==> src/exec_cfg.svh <==
// constants of the instruction execution unit: bus offsets, field positions,
// widths, reset values and cycle counts; definitions only
`ifndef EXEC_CFG_SVH
`define EXEC_CFG_SVH

// ------------------------------------------------------------------
// sizes
// ------------------------------------------------------------------
`define DATA_W      8
`define MEM_AW      5
`define MEM_DEPTH   32
`define PC_W        12
`define STK_AW      3
`define STK_DEPTH   8
`define ADR_W       8
`define CNT_W       16

// ------------------------------------------------------------------
// register offsets (byte addresses, one aligned word each)
// ------------------------------------------------------------------
`define REG_CMD     8'h00
`define REG_ACC     8'h04
`define REG_FLAGS   8'h08
`define REG_PC      8'h0C
`define REG_STACK   8'h10
`define REG_CTRL    8'h14
`define REG_STAT    8'h18
`define REG_COUNT   8'h1C
`define MEM_SEL_BIT 7

// ------------------------------------------------------------------
// field positions
// ------------------------------------------------------------------
`define CMD_OP_LSB    0
`define CMD_ADR_LSB   8
`define CMD_IMM_LSB   16
`define STAT_BUSY     0
`define STAT_SKIP     1
`define STAT_CYC_LSB  2
`define STAT_ERR      4
`define STAT_SP_LSB   8
`define CTRL_GIE      0

// ------------------------------------------------------------------
// reset values and cycle counts
// ------------------------------------------------------------------
`define ACC_RESET   8'h00
`define PC_RESET    12'h000
`define CYC_ONE     2'h1
`define CYC_TWO     2'h2

`endif

==> src/exec_pkg.sv <==
// types shared by the execution unit and its arithmetic/logic stage
// assumes exec_cfg.svh is on the include path
`include "exec_cfg.svh"

package exec_pkg;

    // ------------------------------------------------------------------
    // instruction codes
    // ------------------------------------------------------------------
    typedef enum logic [4:0] {
        OP_NO_OPERATION                        = 5'h00,
        OP_MOVE_MEM_TO_ACC                     = 5'h01,
        OP_MOVE_IMM_TO_ACC                     = 5'h02,
        OP_MOVE_ACC_TO_MEM                     = 5'h03,
        OP_OR_MEM_TO_ACC                       = 5'h04,
        OP_OR_IMM_TO_ACC                       = 5'h05,
        OP_OR_TO_MEMORY                        = 5'h06,
        OP_SUBROUTINE_RETURN                   = 5'h07,
        OP_RETURN_WITH_VALUE                   = 5'h08,
        OP_INTERRUPT_RETURN                    = 5'h09,
        OP_ROTATE_LEFT_IN_PLACE                = 5'h0A,
        OP_ROTATE_LEFT_TO_ACCUMULATOR          = 5'h0B,
        OP_ROTATE_LEFT_THROUGH_CARRY           = 5'h0C,
        OP_ROTATE_LEFT_CARRY_TO_ACCUMULATOR    = 5'h0D,
        OP_ROTATE_RIGHT_IN_PLACE               = 5'h0E,
        OP_ROTATE_RIGHT_TO_ACCUMULATOR         = 5'h0F,
        OP_ROTATE_RIGHT_THROUGH_CARRY          = 5'h10,
        OP_ROTATE_RIGHT_CARRY_TO_ACCUMULATOR   = 5'h11,
        OP_SUBTRACT_BORROW_TO_ACCUMULATOR      = 5'h12,
        OP_SUBTRACT_BORROW_TO_MEMORY           = 5'h13,
        OP_DECREMENT_SKIP_IF_ZERO              = 5'h14,
        OP_DECREMENT_TO_ACCUMULATOR_SKIP_IF_ZERO = 5'h15
    } op_t;

    typedef struct packed {
        logic watchdog_timeout_flag;
        logic power_down_flag;
        logic overflow_flag;
        logic zero_flag;
        logic aux_carry_flag;
        logic carry_flag;
    } flags_t;

    typedef struct packed {
        logic [`DATA_W-1:0] result;
        logic               wr_acc;
        logic               wr_mem;
        logic               skip;
        logic               is_return;
        logic               set_gie;
        logic               illegal;
        flags_t             flags;
    } alu_out_t;

    // gray along idle -> exec -> dummy; bit 0 doubles as busy
    typedef enum logic [1:0] {
        ST_IDLE  = 2'b00,
        ST_EXEC  = 2'b01,
        ST_DUMMY = 2'b11
    } exec_state_t;

endpackage

==> src/exec_alu.sv <==
// combinational result and flag stage of the execution unit
// assumes operands are stable for the whole execute cycle
`timescale 1ns/1ps
`include "exec_cfg.svh"

module exec_alu
    import exec_pkg::*;
(
    input  wire op_t                op_i,
    input  wire logic [`DATA_W-1:0] acc_i,
    input  wire logic [`DATA_W-1:0] mem_i,
    input  wire logic [`DATA_W-1:0] imm_i,
    input  wire flags_t             flags_i,
    output alu_out_t                out_o
);

    logic [`DATA_W:0]   sum;
    logic [4:0]         low;
    logic [`DATA_W-1:0] dec;
    logic               cin;
    logic               zupd;

    always_comb
    begin
        cin  = flags_i.carry_flag;
        // subtraction as acc + ~m + carry, carry meaning "no borrow"
        sum  = {1'b0, acc_i} + {1'b0, ~mem_i} + {8'h00, cin};
        low  = {1'b0, acc_i[3:0]} + {1'b0, ~mem_i[3:0]} + {4'h0, cin};
        dec  = mem_i - 8'h01;
        zupd = 1'b0;
        out_o = '0;
        out_o.flags = flags_i;
        unique case (op_i)
            OP_NO_OPERATION: ;
            OP_MOVE_MEM_TO_ACC:
            begin
                out_o.result = mem_i;
                out_o.wr_acc = 1'b1;
            end
            OP_MOVE_IMM_TO_ACC:
            begin
                out_o.result = imm_i;
                out_o.wr_acc = 1'b1;
            end
            OP_MOVE_ACC_TO_MEM:
            begin
                out_o.result = acc_i;
                out_o.wr_mem = 1'b1;
            end
            OP_OR_MEM_TO_ACC, OP_OR_IMM_TO_ACC:
            begin
                out_o.result = acc_i | ((op_i == OP_OR_IMM_TO_ACC) ? imm_i : mem_i);
                out_o.wr_acc = 1'b1;
                zupd = 1'b1;
            end
            OP_OR_TO_MEMORY:
            begin
                out_o.result = acc_i | mem_i;
                out_o.wr_mem = 1'b1;
                zupd = 1'b1;
            end
            OP_SUBROUTINE_RETURN: out_o.is_return = 1'b1;
            OP_RETURN_WITH_VALUE:
            begin
                out_o.is_return = 1'b1;
                out_o.result = imm_i;
                out_o.wr_acc = 1'b1;
            end
            OP_INTERRUPT_RETURN:
            begin
                out_o.is_return = 1'b1;
                out_o.set_gie = 1'b1;
            end
            OP_ROTATE_LEFT_IN_PLACE, OP_ROTATE_LEFT_TO_ACCUMULATOR:
            begin
                out_o.result = {mem_i[6:0], mem_i[7]};
                out_o.wr_mem = (op_i == OP_ROTATE_LEFT_IN_PLACE);
                out_o.wr_acc = !out_o.wr_mem;
            end
            OP_ROTATE_LEFT_THROUGH_CARRY, OP_ROTATE_LEFT_CARRY_TO_ACCUMULATOR:
            begin
                out_o.result = {mem_i[6:0], cin};
                out_o.flags.carry_flag = mem_i[7];
                out_o.wr_mem = (op_i == OP_ROTATE_LEFT_THROUGH_CARRY);
                out_o.wr_acc = !out_o.wr_mem;
            end
            OP_ROTATE_RIGHT_IN_PLACE, OP_ROTATE_RIGHT_TO_ACCUMULATOR:
            begin
                out_o.result = {mem_i[0], mem_i[7:1]};
                out_o.wr_mem = (op_i == OP_ROTATE_RIGHT_IN_PLACE);
                out_o.wr_acc = !out_o.wr_mem;
            end
            OP_ROTATE_RIGHT_THROUGH_CARRY, OP_ROTATE_RIGHT_CARRY_TO_ACCUMULATOR:
            begin
                out_o.result = {cin, mem_i[7:1]};
                out_o.flags.carry_flag = mem_i[0];
                out_o.wr_mem = (op_i == OP_ROTATE_RIGHT_THROUGH_CARRY);
                out_o.wr_acc = !out_o.wr_mem;
            end
            OP_SUBTRACT_BORROW_TO_ACCUMULATOR, OP_SUBTRACT_BORROW_TO_MEMORY:
            begin
                out_o.result = sum[7:0];
                out_o.flags.carry_flag = sum[8];
                out_o.flags.aux_carry_flag = low[4];
                out_o.flags.overflow_flag = (acc_i[7] == ~mem_i[7]) && (sum[7] != acc_i[7]);
                out_o.wr_mem = (op_i == OP_SUBTRACT_BORROW_TO_MEMORY);
                out_o.wr_acc = !out_o.wr_mem;
                zupd = 1'b1;
            end
            OP_DECREMENT_SKIP_IF_ZERO, OP_DECREMENT_TO_ACCUMULATOR_SKIP_IF_ZERO:
            begin
                out_o.result = dec;
                out_o.skip = (dec == 8'h00);
                out_o.wr_mem = (op_i == OP_DECREMENT_SKIP_IF_ZERO);
                out_o.wr_acc = !out_o.wr_mem;
            end
            default: out_o.illegal = 1'b1;
        endcase
        if (zupd)
        begin
            out_o.flags.zero_flag = (out_o.result == 8'h00);
        end
    end

endmodule // exec_alu

==> src/mcu_exec_unit.sv <==
// instruction execution unit: accumulator, flags, data memory, return stack
// and program counter, commanded and inspected over a classic Wishbone slave
// assumes a single 25 MHz clock and a synchronous active-high reset
//
// The implementer's own choices: the register offsets and the Wishbone slave port.
`timescale 1ns/1ps
`include "exec_cfg.svh"

module mcu_exec_unit
    import exec_pkg::*;
(
    input  wire logic              clk_i,
    input  wire logic              rst_i,
    input  wire logic              wb_cyc_i,
    input  wire logic              wb_stb_i,
    input  wire logic              wb_we_i,
    input  wire logic [`ADR_W-1:0] wb_adr_i,
    input  wire logic [3:0]        wb_sel_i,
    input  wire logic [31:0]       wb_dat_i,
    output logic      [31:0]       wb_dat_o,
    output logic                   wb_ack_o,
    output logic                   busy_o,
    output logic                   global_interrupt_enable_o
);

    // ------------------------------------------------------------------
    // state
    // ------------------------------------------------------------------
    typedef struct packed {
        exec_state_t                            st;
        op_t                                    op;
        logic [`MEM_AW-1:0]                     addr;
        logic [`DATA_W-1:0]                     imm;
        logic [`DATA_W-1:0]                     accumulator;
        flags_t                                 flags;
        logic                                   global_interrupt_enable;
        logic [`PC_W-1:0]                       pc;
        logic [`STK_DEPTH-1:0][`PC_W-1:0]       stack;
        logic [`STK_AW-1:0]                     sp;
        logic [`MEM_DEPTH-1:0][`DATA_W-1:0]     mem;
        logic                                   skip;
        logic [1:0]                             last_cycles;
        logic                                   cmd_error;
        logic [`CNT_W-1:0]                      count;
        logic                                   ack;
        logic [31:0]                            rdata;
    } state_t;

    state_t             q;
    state_t             d;
    alu_out_t           alu;
    logic               req;
    logic               wr;
    logic [31:0]        wmask;
    logic [`PC_W-1:0]   top;
    logic               mem_hit;
    logic [`MEM_AW-1:0] mem_idx;
    logic               lane_byte;
    logic               lane_cmd;
    logic               lane_push;

    // ------------------------------------------------------------------
    // result stage
    // ------------------------------------------------------------------
    exec_alu u_alu (
        .op_i    (q.op),
        .acc_i   (q.accumulator),
        .mem_i   (q.mem[q.addr]),
        .imm_i   (q.imm),
        .flags_i (q.flags),
        .out_o   (alu)
    );

    // byte lanes as a bit mask, so partial writes keep unselected bytes
    for (genvar b = 0; b < 4; b++)
    begin : g_lane
        assign wmask[8*b +: 8] = {8{wb_sel_i[b]}};
    end

    // ------------------------------------------------------------------
    // bus decode
    // ------------------------------------------------------------------
    // data memory fills the upper half of the map, one byte per aligned word
    assign mem_hit   = wb_adr_i[`MEM_SEL_BIT];
    assign mem_idx   = wb_adr_i[`MEM_AW+1:2];
    // a register other than the PC is only touched when every lane it needs is enabled,
    // so a narrow write never leaves a half-built command or stack entry behind
    assign lane_byte = wb_sel_i[0];
    assign lane_cmd  = (wb_sel_i[2:0] == 3'h7);
    assign lane_push = (wb_sel_i[1:0] == 2'h3);

    assign req = wb_cyc_i && wb_stb_i && !q.ack;
    // software may not disturb state while an instruction is in flight
    assign wr  = req && wb_we_i && (q.st == ST_IDLE);
    assign top = q.stack[`STK_AW'(q.sp - 1'b1)];

    // ------------------------------------------------------------------
    // next state
    // ------------------------------------------------------------------
    always_comb
    begin
        d = q;
        d.ack = 1'b0;

        // ---- bus reads: answered one cycle after the request ----
        if (req)
        begin
            d.ack = 1'b1;
            d.rdata = 32'h0000_0000;
            if (mem_hit)
            begin
                d.rdata[7:0] = q.mem[mem_idx];
            end
            else
            begin
                unique case (wb_adr_i)
                    `REG_CMD:
                    begin
                        d.rdata[`CMD_OP_LSB +: 5] = q.op;
                        d.rdata[`CMD_ADR_LSB +: `MEM_AW] = q.addr;
                        d.rdata[`CMD_IMM_LSB +: 8] = q.imm;
                    end
                    `REG_ACC:
                    begin
                        d.rdata[7:0] = q.accumulator;
                    end
                    `REG_FLAGS:
                    begin
                        d.rdata[5:0] = q.flags;
                    end
                    `REG_PC:
                    begin
                        d.rdata[`PC_W-1:0] = q.pc;
                    end
                    `REG_STACK:
                    begin
                        // reading the top entry does not pop it
                        d.rdata[`PC_W-1:0] = top;
                    end
                    `REG_CTRL:
                    begin
                        d.rdata[`CTRL_GIE] = q.global_interrupt_enable;
                    end
                    `REG_STAT:
                    begin
                        d.rdata[`STAT_BUSY] = q.st[0];
                        d.rdata[`STAT_SKIP] = q.skip;
                        d.rdata[`STAT_CYC_LSB +: 2] = q.last_cycles;
                        d.rdata[`STAT_ERR] = q.cmd_error;
                        d.rdata[`STAT_SP_LSB +: `STK_AW] = q.sp;
                    end
                    `REG_COUNT:
                    begin
                        d.rdata[`CNT_W-1:0] = q.count;
                    end
                    default:
                    begin
                        // unmapped words read as zero
                        d.rdata = 32'h0000_0000;
                    end
                endcase
            end
        end

        // ---- bus writes: take effect at the edge that raises ack ----
        if (wr)
        begin
            if (mem_hit)
            begin
                if (lane_byte)
                begin
                    d.mem[mem_idx] = wb_dat_i[7:0];
                end
            end
            else
            begin
                unique case (wb_adr_i)
                    `REG_CMD:
                    begin
                        // a command needs all three low lanes to be meaningful
                        if (lane_cmd)
                        begin
                            d.op   = op_t'(wb_dat_i[`CMD_OP_LSB +: 5]);
                            d.addr = wb_dat_i[`CMD_ADR_LSB +: `MEM_AW];
                            d.imm  = wb_dat_i[`CMD_IMM_LSB +: 8];
                            d.st   = ST_EXEC;
                        end
                    end
                    `REG_ACC:
                    begin
                        if (lane_byte)
                        begin
                            d.accumulator = wb_dat_i[7:0];
                        end
                    end
                    `REG_FLAGS:
                    begin
                        if (lane_byte)
                        begin
                            d.flags = wb_dat_i[5:0];
                        end
                    end
                    `REG_PC:
                    begin
                        d.pc = (q.pc & ~wmask[`PC_W-1:0]) | (wb_dat_i[`PC_W-1:0]
                               & wmask[`PC_W-1:0]);
                    end
                    `REG_STACK:
                    begin
                        // push; the ninth push overwrites the oldest entry
                        if (lane_push)
                        begin
                            d.stack[q.sp] = wb_dat_i[`PC_W-1:0];
                            d.sp = `STK_AW'(q.sp + 1'b1);
                        end
                    end
                    `REG_CTRL:
                    begin
                        if (lane_byte)
                        begin
                            d.global_interrupt_enable = wb_dat_i[`CTRL_GIE];
                        end
                    end
                    `REG_STAT:
                    begin
                        // write one clears the error flag
                        if (lane_byte && wb_dat_i[`STAT_ERR])
                        begin
                            d.cmd_error = 1'b0;
                        end
                    end
                    default: ;
                endcase
            end
        end

        // ---- execution ----
        unique case (q.st)
            ST_IDLE:
            begin
                // nothing executes until software writes a command
            end
            ST_EXEC:
            begin
                d.pc = `PC_W'(q.pc + 1'b1);
                d.count = `CNT_W'(q.count + 1'b1);
                if (alu.wr_acc)
                begin
                    d.accumulator = alu.result;
                end
                if (alu.wr_mem)
                begin
                    d.mem[q.addr] = alu.result;
                end
                d.flags = alu.flags;
                if (alu.set_gie)
                begin
                    d.global_interrupt_enable = 1'b1;
                end
                // the error flag is only set while idle writes are blocked, so no race
                if (alu.illegal)
                begin
                    d.cmd_error = 1'b1;
                end
                if (alu.is_return)
                begin
                    d.pc = top;
                    d.sp = `STK_AW'(q.sp - 1'b1);
                end
                d.skip = alu.skip;
                // two cycles on return or skip
                if (alu.is_return || alu.skip)
                begin
                    d.st = ST_DUMMY;
                    d.last_cycles = `CYC_TWO;
                end
                else
                begin
                    d.st = ST_IDLE;
                    d.last_cycles = `CYC_ONE;
                end
            end
            ST_DUMMY:
            begin
                if (q.skip)
                begin
                    d.pc = `PC_W'(q.pc + 1'b1);
                end
                d.st = ST_IDLE;
            end
            default:
            begin
                // the unused state code falls back to idle instead of hanging with bus writes blocked
                d.st = ST_IDLE;
            end
        endcase
    end

    // ------------------------------------------------------------------
    // registers
    // ------------------------------------------------------------------
    always_ff @(posedge clk_i)
    begin
        if (rst_i)
        begin
            q <= '0;
            q.accumulator <= `ACC_RESET;
            q.pc <= `PC_RESET;
        end
        else
        begin
            q <= d;
        end
    end

    assign wb_ack_o = q.ack;
    assign wb_dat_o = q.rdata;
    // state bit 0 is high in both busy states
    assign busy_o = q.st[0];
    assign global_interrupt_enable_o = q.global_interrupt_enable;

endmodule // mcu_exec_unit

==> config.mk <==
export PLATFORM = sky130hd
export DESIGN_NAME = mcu_exec_unit
export DESIGN_NICKNAME = d
export VERILOG_FILES = /design/src/exec_pkg.sv /design/src/exec_alu.sv /design/src/mcu_exec_unit.sv
export VERILOG_INCLUDE_DIRS = /design/src
export SDC_FILE = /design/constraint.sdc
export NUM_CORES = 1
export LEC_CHECK = 0
export BUFFER_PORTS_ARGS = -buffer_cell sky130_fd_sc_hd__buf_2
export CAP_MARGIN = 5
export CORE_ASPECT_RATIO = 0.75
export CORE_UTILIZATION = 25
export DETAILED_ROUTE_END_ITERATION = 8
export PLACE_DENSITY = 0.42
export REMOVE_ABC_BUFFERS = 1
export SYNTH_ARGS = -nofsm -noshare
export SYNTH_HDL_FRONTEND = slang
export SYNTH_SLANG_ARGS = --single-unit
==> constraint.sdc <==
create_clock -name clk_i -period 4.5 [get_ports clk_i]
set_input_delay 0.225 -clock clk_i [delete_from_list [all_inputs] [get_ports clk_i]]
set_output_delay 0.225 -clock clk_i [all_outputs]
set_load 0.03 [all_outputs]
==> results of run 1 <==
-- layer usage --
| metal | track usage (%) | share of wire [%] | up-vias |
|---|---|---|---|
| li1 | - | - | 12011 |
| met1 | 36.0 | 49 | 13438 |
| met2 | 31.1 | 40 | 1214 |
| met3 | 4.97 | 9.3 | 125 |
| met4 | 4.25 | 1.7 | 2 |
| met5 | 0 | 0.0086 | - |
-- layout make-up --
cell class | count | area (µm²)
clock buffer | 82 | 1570
clock inverter | 14 | 204
fill | 11121 | 73600
inverter | 26 | 97.6
multi-input combinational | 2399 | 16400
sequential | 447 | 8950
tap | 1417 | 1770
timing repair buffer | 325 | 2700
-- through the flow --
step           setup TNS, ns  area [µm²]  hold slack (ns)  utilization (%)
2_1_floorplan        -937.94       24900            0.294                -
6_report                   0       31700            0.114             30.1
3_5_place_dp          -44.35       29100            0.440             27.6
4_1_cts                    0       31100           0.0773             29.6
3_3_place_gp          -46.10       29100            0.437             27.6
5_1_grt              -0.0687       31700           0.0999             30.1
-- cells by family (layout without fill, tap and decap cells) --
logic type | after synthesis | after routing
buffers and inverters | 397 | 447
adder cells (fa/ha/maj) | 16 | 16
multiplexers | 274 | 274
AND/OR/NAND/NOR | 1148 | 1148
flip-flops | 447 | 447
AO/OA/AOI/OAI | 916 | 916
XOR/XNOR | 37 | 37
other | 1 | 8
-- placed cells by master (no fill, tap or decap), types with 94 or more instances in the layout --
cell type	n
a21oi_1	133
a311oi_1	239
buf_4	216
dfxtp_1	444
mux2i_1	143
nand2_1	521
nor2_1	310
nor3_1	94
o21ai_0	241
-- power breakdown --
group          leakage, µW  internal (µW)  switching, µW
combinational      0.00574            113            360
clock             0.000877           2590           1970
sequential         0.00360           3960           11.1
-- worst max-delay path: stages (launching register included) --
cell and delay (ns):
dfxtp_4 0.46, buf_12 0.14, clkbuf_16 0.15, buf_4 0.17, mux2i_1 0.25, buf_4 0.18, o22ai_1 0.12, nor4_4 0.36
nand2_2 0.13, inv_1 0.10, ha_1 0.25, a21oi_2 0.15, buf_4 0.14, a21oi_4 0.06, o311a_1 0.35, or3_1 0.36
nand3_1 0.14, o2111ai_4 0.19, buf_6 0.24, nor3_1 0.21, a311oi_1 0.08
-- path summary, 6_finish.rpt --
path,startpoint,depth (start not counted),endpoint,slack (ns)
setup / recovery,q[444]$_SDFFE_PP0P_,20,q[108]$_SDFF_PP0_,0.08
hold / removal,wb_sel_i[1],4,q[310]$_SDFF_PP0_,0.11
setup reg to reg,q[444]$_SDFFE_PP0P_,20,q[108]$_SDFF_PP0_,0.08
hold reg to reg,wb_dat_o[13]$_SDFFE_PP0P_,2,wb_dat_o[13]$_SDFFE_PP0P_,0.45
-- what timing repair did --
item	4_1_cts	5_1_grt
pin swaps	1	16
endpoints found under the hold margin	45	0
hold buffers	15	0
buffers inserted	4	10
cloned	0	3
gates resized for setup	11	81
endpoints found under the setup margin	232	194
==> results by group, run 1 <==
GRT
  • Initial antenna violation count: 1
  • Vias in the first global route: between 20000 and 25000
  • First-pass GRT wire length: roughly 180000 µm
  • Remaining Overflow, GRT: 0
  • GRT Total Usage: between 20% and 30%
  • Largest net degree at the start of global routing: between 150 and 200

Clock tree
  • Root Driver: clkbuf_16
  • Max clock buf depth: 3
  • CTS Buf Count: 52
  • H-Tree Depth: 2
  • CTS tree: built
  • CTS Sinks: roughly 450
  • Worst-path clk slew: 0.06 ns
  • Worst-Skew Late Latency: 0.67 ns

STA
  • Worst slew pin tran: roughly 1.2 ns
  • Max-slew headroom: 17.9%
  • Setup violations, final: 0
  • Max frequency: 0.226 GHz
  • Skew final: 0.0375 ns
  • Setup ws final: between 0.07 and 0.08 ns
  • Part of the cycle the worst path needs: a little over nine tenths
  • Hold Fails Final Rpt: 0
  • Min Tclk post-route: ~4.4 ns
  • Final max-slew violation count: 0

Hold path
  • Hold Path Class: primary input to register

Yosys
  • Most common cell in the netlist: nand2_1
  • Xor and xnor fraction of the mapped netlist area: under 10%
  • Share of the synthesized area in the top cell type: 33.7%
  • Simple-Gate Fraction of Synth Area: about a fifth
  • Synthesis-stage register bit count: 447
  • Number of flops mapped to enable cells by yosys: 0
  • Post-synthesis cell count: about 3200
  • Compound-Gate Fraction of Synth Area: about a quarter
  • Area leader, netlist: dfxtp_1
  • Post-synthesis adder-cell area fraction: 0.810%
  • Register area share after synthesis: between 30 and 40%
  • Synth cell count leaders: nand2_1 (523), dfxtp_1 (447), nor2_1 (310), clkbuf_1 (262), o21ai_0 (241)
  • Mean Syn Cell Area: around 8.2 µm²
  • Leading post-synthesis cells by cell area: dfxtp_1 (34%), a311oi_1 (7.9%), mux4_2 (7.7%)
  • Post-Syn Area: ~0.027 mm²
  • Mux cell area share after synthesis: ~15%
  • Yosys cell types: 83
  • Ys async rst share: 0%
  • Dominant synthesized flop cell: dfxtp_1
  • Largest family of logic cells by synthesized area: compound AO/OA/AOI/OAI gates
  • Syn. warnings: 0

Setup path
  • Crit Path Max Fanout: 20
  • WP data required: around 5 ns
  • Kind of critical path: register to register
  • Startpoint Class: register
  • CP Capture Type: register
  • Arr. time, crit path: 4.91 ns

Placement
  • I/O Buffers: between 60 and 70
  • DP HPWL: roughly 87000 µm
  • Placer Congestion: 1.01
  • Post-place setup slack: -0.418 ns
  • DP Cell Count: 4583

Detailed routing
  • Initial detailed-routing violation count: a little over 3000
  • ANT nets after route: 0
  • First drt pass iteration count: 6
  • DR vias: between 20000 and 30000
  • Drt drc: 0
  • Via-per-instance ratio: between 5 and 6
  • Total Wirelength: 128000 µm
  • Avg WL per Cell: between 20 and 30 µm

Cells and area
  • Layout cells sized above 1: around 19%
  • P&R area growth vs syn: 19.3%
  • # diodes: 0
  • Post-Layout Cell Count: 4710
  • Nets@finish: approximately 3300

Job
  • Max_cap viols: 0

Pwr
  • Peak supply drop: between 0.0002 and 0.0003 V
  • Leakage: slightly above 0.01 µW
  • Cell Pwr Density: 284 mW/mm²
  • Pwr Total: roughly 9000 µW

Floorplanning
  • Die X: 378 µm
  • Die ar.: 0.108 mm²
  • IO Count: 84
  • Row cnt: between 100 and 150
  • Core area: around 0.11 mm²
  • Die height: between 200 and 300 µm
  • Initial core utilization: between 20% and 30%

Status
  • Status: completed
Power figures use the tool's default switching activity.
==> inputs of run 2 (changes only) <==
Clock period 4.5 ns to 3.8 ns, I/O delays scaled along.
==> run 2 against run 1 <==
  * The run now ends with negative setup slack left
  * Wire length is 4.3% higher
  * Fmax is 1.3% higher
  * Sequential cell count stayed put
  * Hold slack worse by 0.039 ns
  * Utilization is 2.5 points higher
  * Die area stayed put
  * Combinational power is 23% higher
  * Largest cell class unchanged
  * Critical endpoint is now q[432]$_SDFF_PP0_
  * Clock skew is 0.041 ns higher
  * Via count is 3.9% higher
  * Sequential share of layout area is 2.1 points lower
  * Critical path type unchanged
  * Register-to-register slack worse by 0.64 ns
==> results by group, run 2 (same netlist as run 1, synthesis figures left out) <==
GRT
  • Initial antenna violation count: 3 (was 1)
  • Vias in the first global route: 25158 (was 24266)
  • Remaining Overflow, GRT: 0 (unchanged)
  • GRT Total Usage: 23.5% (was 22.9%)
  • First-pass GRT wire length: 188000 µm (was 183000 µm)
  • Largest net degree at the start of global routing: 150 (was 186)

Clock tree
  • CTS tree: built (unchanged)
  • Worst-Skew Late Latency: 0.67 ns (about the same)
  • Worst-path clk slew: 0.07 ns (was 0.06 ns)
  • CTS Sinks: 447 (unchanged)
  • H-Tree Depth: 2 (unchanged)
  • Root Driver: clkbuf_16 (unchanged)
  • CTS Buf Count: 51 (was 52)
  • Max clock buf depth: 3 (unchanged)

Detailed routing
  • DR vias: 27824 (was 26790)
  • First drt pass iteration count: 6 (unchanged)
  • Total Wirelength: 134000 µm (was 128000 µm)
  • Avg WL per Cell: 27.4 µm (was 27.2 µm)
  • Drt drc: 0 (unchanged)
  • ANT nets after route: 0 (unchanged)
  • Via-per-instance ratio: 5.71 (was 5.69)
  • Initial detailed-routing violation count: 3853 (was 3059)

Setup path
  • Kind of critical path: register to register (unchanged)
  • Crit path max-delay family: buffers and inverters (was simple AND/OR/NAND/NOR gates)
  • Worst Setup SP: q[444]$_SDFFE_PP0P_ (unchanged)
  • R2r startpoint: q[444]$_SDFFE_PP0P_ (unchanged)
  • CP Cell Sequence: buf_12 -> buf_16 -> buf_4 -> buf_12 -> mux2i_2 -> o22ai_2 -> nor4_2 -> buf_4 -> nand2_4 -> fa_2 -> nand3b_1 -> a21oi_4 -> nor3_2 -> xnor2_1 -> a222oi_1 -> nand3_1 -> buf_8 -> buf_4 -> buf_4 -> a211oi_2 -> a311oi_1 (was buf_12 -> clkbuf_16 -> buf_4 -> mux2i_1 -> buf_4 -> o22ai_1 -> nor4_4 -> nand2_2 -> inv_1 -> ha_1 -> a21oi_2 -> buf_4 -> a21oi_4 -> o311a_1 -> or3_1 -> nand3_1 -> o2111ai_4 -> buf_6 -> nor3_1 -> a311oi_1)
  • Crit Path Max Fanout: 6 (was 20)
  • WP data required: 4.31 ns (was 4.99 ns)
  • Crit-path slowest cell: a222oi_1 (was dfxtp_4)
  • Startpoint Class: register (unchanged)
  • Buf/Inv on CP: 8 (was 7)
  • Delay of the slowest cell on the worst path: 0.44 ns (was 0.46 ns)
  • Cell mode on critical path: buf_4 (unchanged)
  • CP Capture Type: register (unchanged)
  • Arr. time, crit path: 4.88 ns (was 4.91 ns)

Pwr
  • Switching share of power: 26.5% (was 26.0%)
  • Combinational share of power: 5.5% (was 5.3%)
  • Internal: 7730 µW (was 6660 µW)
  • Leakage: 0.0112 µW (was 0.0102 µW)
  • Sequential share of power: 44.7% (was 44.2%)
  • Peak supply drop: 0.000287 V (was 0.000256 V)
  • Pwr Total: 10500 µW (was 9000 µW)
  • Clock share of power: 49.8% (was 50.6%)
  • Switch Pwr: 2790 µW (was 2340 µW)
  • Cell Pwr Density: 307 mW/mm² (was 284 mW/mm²)

Floorplanning
  • Die X: 378 µm (unchanged)
  • Core area: 0.105 mm² (unchanged)
  • Die height: 284 µm (unchanged)
  • Row cnt: 103 (unchanged)
  • Die ar.: 0.108 mm² (unchanged)
  • IO Count: 84 (unchanged)
  • Initial core utilization: 25.2% (unchanged)

Cells and area
  • Nets@finish: 3476 (was 3316)
  • Most frequent cells in the layout: nand2_1 (517), dfxtp_1 (441), buf_4 (327) (was nand2_1 (521), dfxtp_1 (444), nor2_1 (310))
  • Commonest non-fill, non-tap cell in the layout: nand2_1 (unchanged)
  • Final instance area: 0.0343 mm² (was 0.0317 mm²)
  • P&R area growth vs syn: 29.1% (was 19.3%)
  • Post-Layout Cell Count: 4871 (was 4710)
  • Layout cells sized above 1: 26.2% (was 18.6%)

Job
  • Max_cap viols: 0 (unchanged)

STA
  • Part of the cycle the worst path needs: 115% (was 98.3%)
  • Min Tclk post-route: 4.36 ns (was 4.42 ns)
  • Setup violations, final: 264 (was 0)
  • Setup TNS: -68.88 ns (was 0 ns)
  • Final max-slew violation count: 0 (unchanged)
  • Setup ws final: -0.563 ns (was 0.0781 ns)
  • Max-slew headroom: 27.2% (was 17.9%)
  • Unrepaired setup endpoints after global routing: yes
  • Hold Fails Final Rpt: 0 (unchanged)
  • Max frequency: 0.229 GHz (was 0.226 GHz)
  • Skew final: 0.0787 ns (was 0.0375 ns)
  • Worst slew pin tran: 1.08 ns (was 1.23 ns)

Hold path
  • Worst hold start: wb_dat_i[6] (was wb_sel_i[1])
  • Hold Path Class: primary input to register (unchanged)

Placement
  • DP Area: 0.0299 mm² (was 0.0291 mm²)
  • I/O Buffers: 63 (unchanged)
  • Placer Congestion: 0.999 (was 1.01)
  • DP HPWL: 90800 µm (was 87100 µm)
  • DP Cell Count: 4697 (was 4583)

Status
  • Failing checks: negative setup slack
  • Status: complete, but fails checks (was completed)
==> run 2: worst reg2reg max path, stage by stage, from the launching register on <==
cell      delay (ns)
dfxtp_4         0.37
buf_12          0.13
buf_16          0.15
buf_4           0.14
buf_12          0.12
mux2i_2         0.30
o22ai_2         0.12
nor4_2          0.17
buf_4           0.19
nand2_4         0.07
fa_2            0.42
nand3b_1        0.24
a21oi_4         0.22
nor3_2          0.06
xnor2_1         0.13
a222oi_1        0.44
nand3_1         0.24
buf_8           0.22
buf_4           0.15
buf_4           0.13
a211oi_2        0.15
a311oi_1        0.08
==> run 2: power groups by stage <==
stage | clock network, µW | logic, µW | registers, µW
floorplan | 0 | 140 | 4820
global placement | 0 | 564 | 4810
detailed placement | 0 | 561 | 4810
CTS | 5310 | 575 | 4700
global route | 5490 | 605 | 4700
finish | 5240 | 581 | 4700
==> run 2: per-layer routing <==
metal | vias up | part of all wire (%) | track usage, % | routed length, µm
met4 | 2 | 2.2 | 4.93 | 2960
met3 | 181 | 9.7 | 4.48 | 13000
li1 | 12335 | - | - | -
met5 | - | 0.0097 | 0 | 13
met2 | 1377 | 40 | 31.7 | 53100
met1 | 13929 | 48 | 37.6 | 64600
==> run 2: metrics by stage <==
stage	utilization, %	setup WS, ns	hold slack (ns)
3_3_place_gp	28.4	-0.796	0.433
4_1_cts	30.9	-0.384	0.0478
6_report	32.6	-0.563	0.0749
3_5_place_dp	28.4	-0.869	0.433
2_1_floorplan	-	-4.91	0.259
5_1_grt	32.6	-0.667	0.0839
==> run 2: path summary, 6_finish.rpt <==
| kind | endpoint | depth (start not counted) | slack, ns |
|---|---|---|---|
| max reg2reg | q[432]$_SDFF_PP0_ | 21 | -0.56 |
| min | register | 3 | 0.07 |
| min reg2reg | wb_dat_o[20]$_SDFFE_PP0P_ | 2 | 0.45 |
| max | q[432]$_SDFF_PP0_ | 21 | -0.56 |
==> run 2: area by class of cell <==
class / count / area, µm²
fillers: 11019 / 71000
multi-input cells: 2399 / 17300
flip-flops and latches: 447 / 8960
repair buffers: 486 / 4390
well taps: 1417 / 1770
clock buffers: 79 / 1510
clock inverters: 16 / 210
inverters: 26 / 103
diodes: 1 / 2.50
==> run 2: what timing repair did <==
action,in CTS,in global routing
hold endpoints to repair,61,0
pin swaps,25,81
buffers inserted,16,37
hold buffers,17,0
gates cloned,1,10
gates resized for setup,106,256
endpoints found under the setup margin,267,267
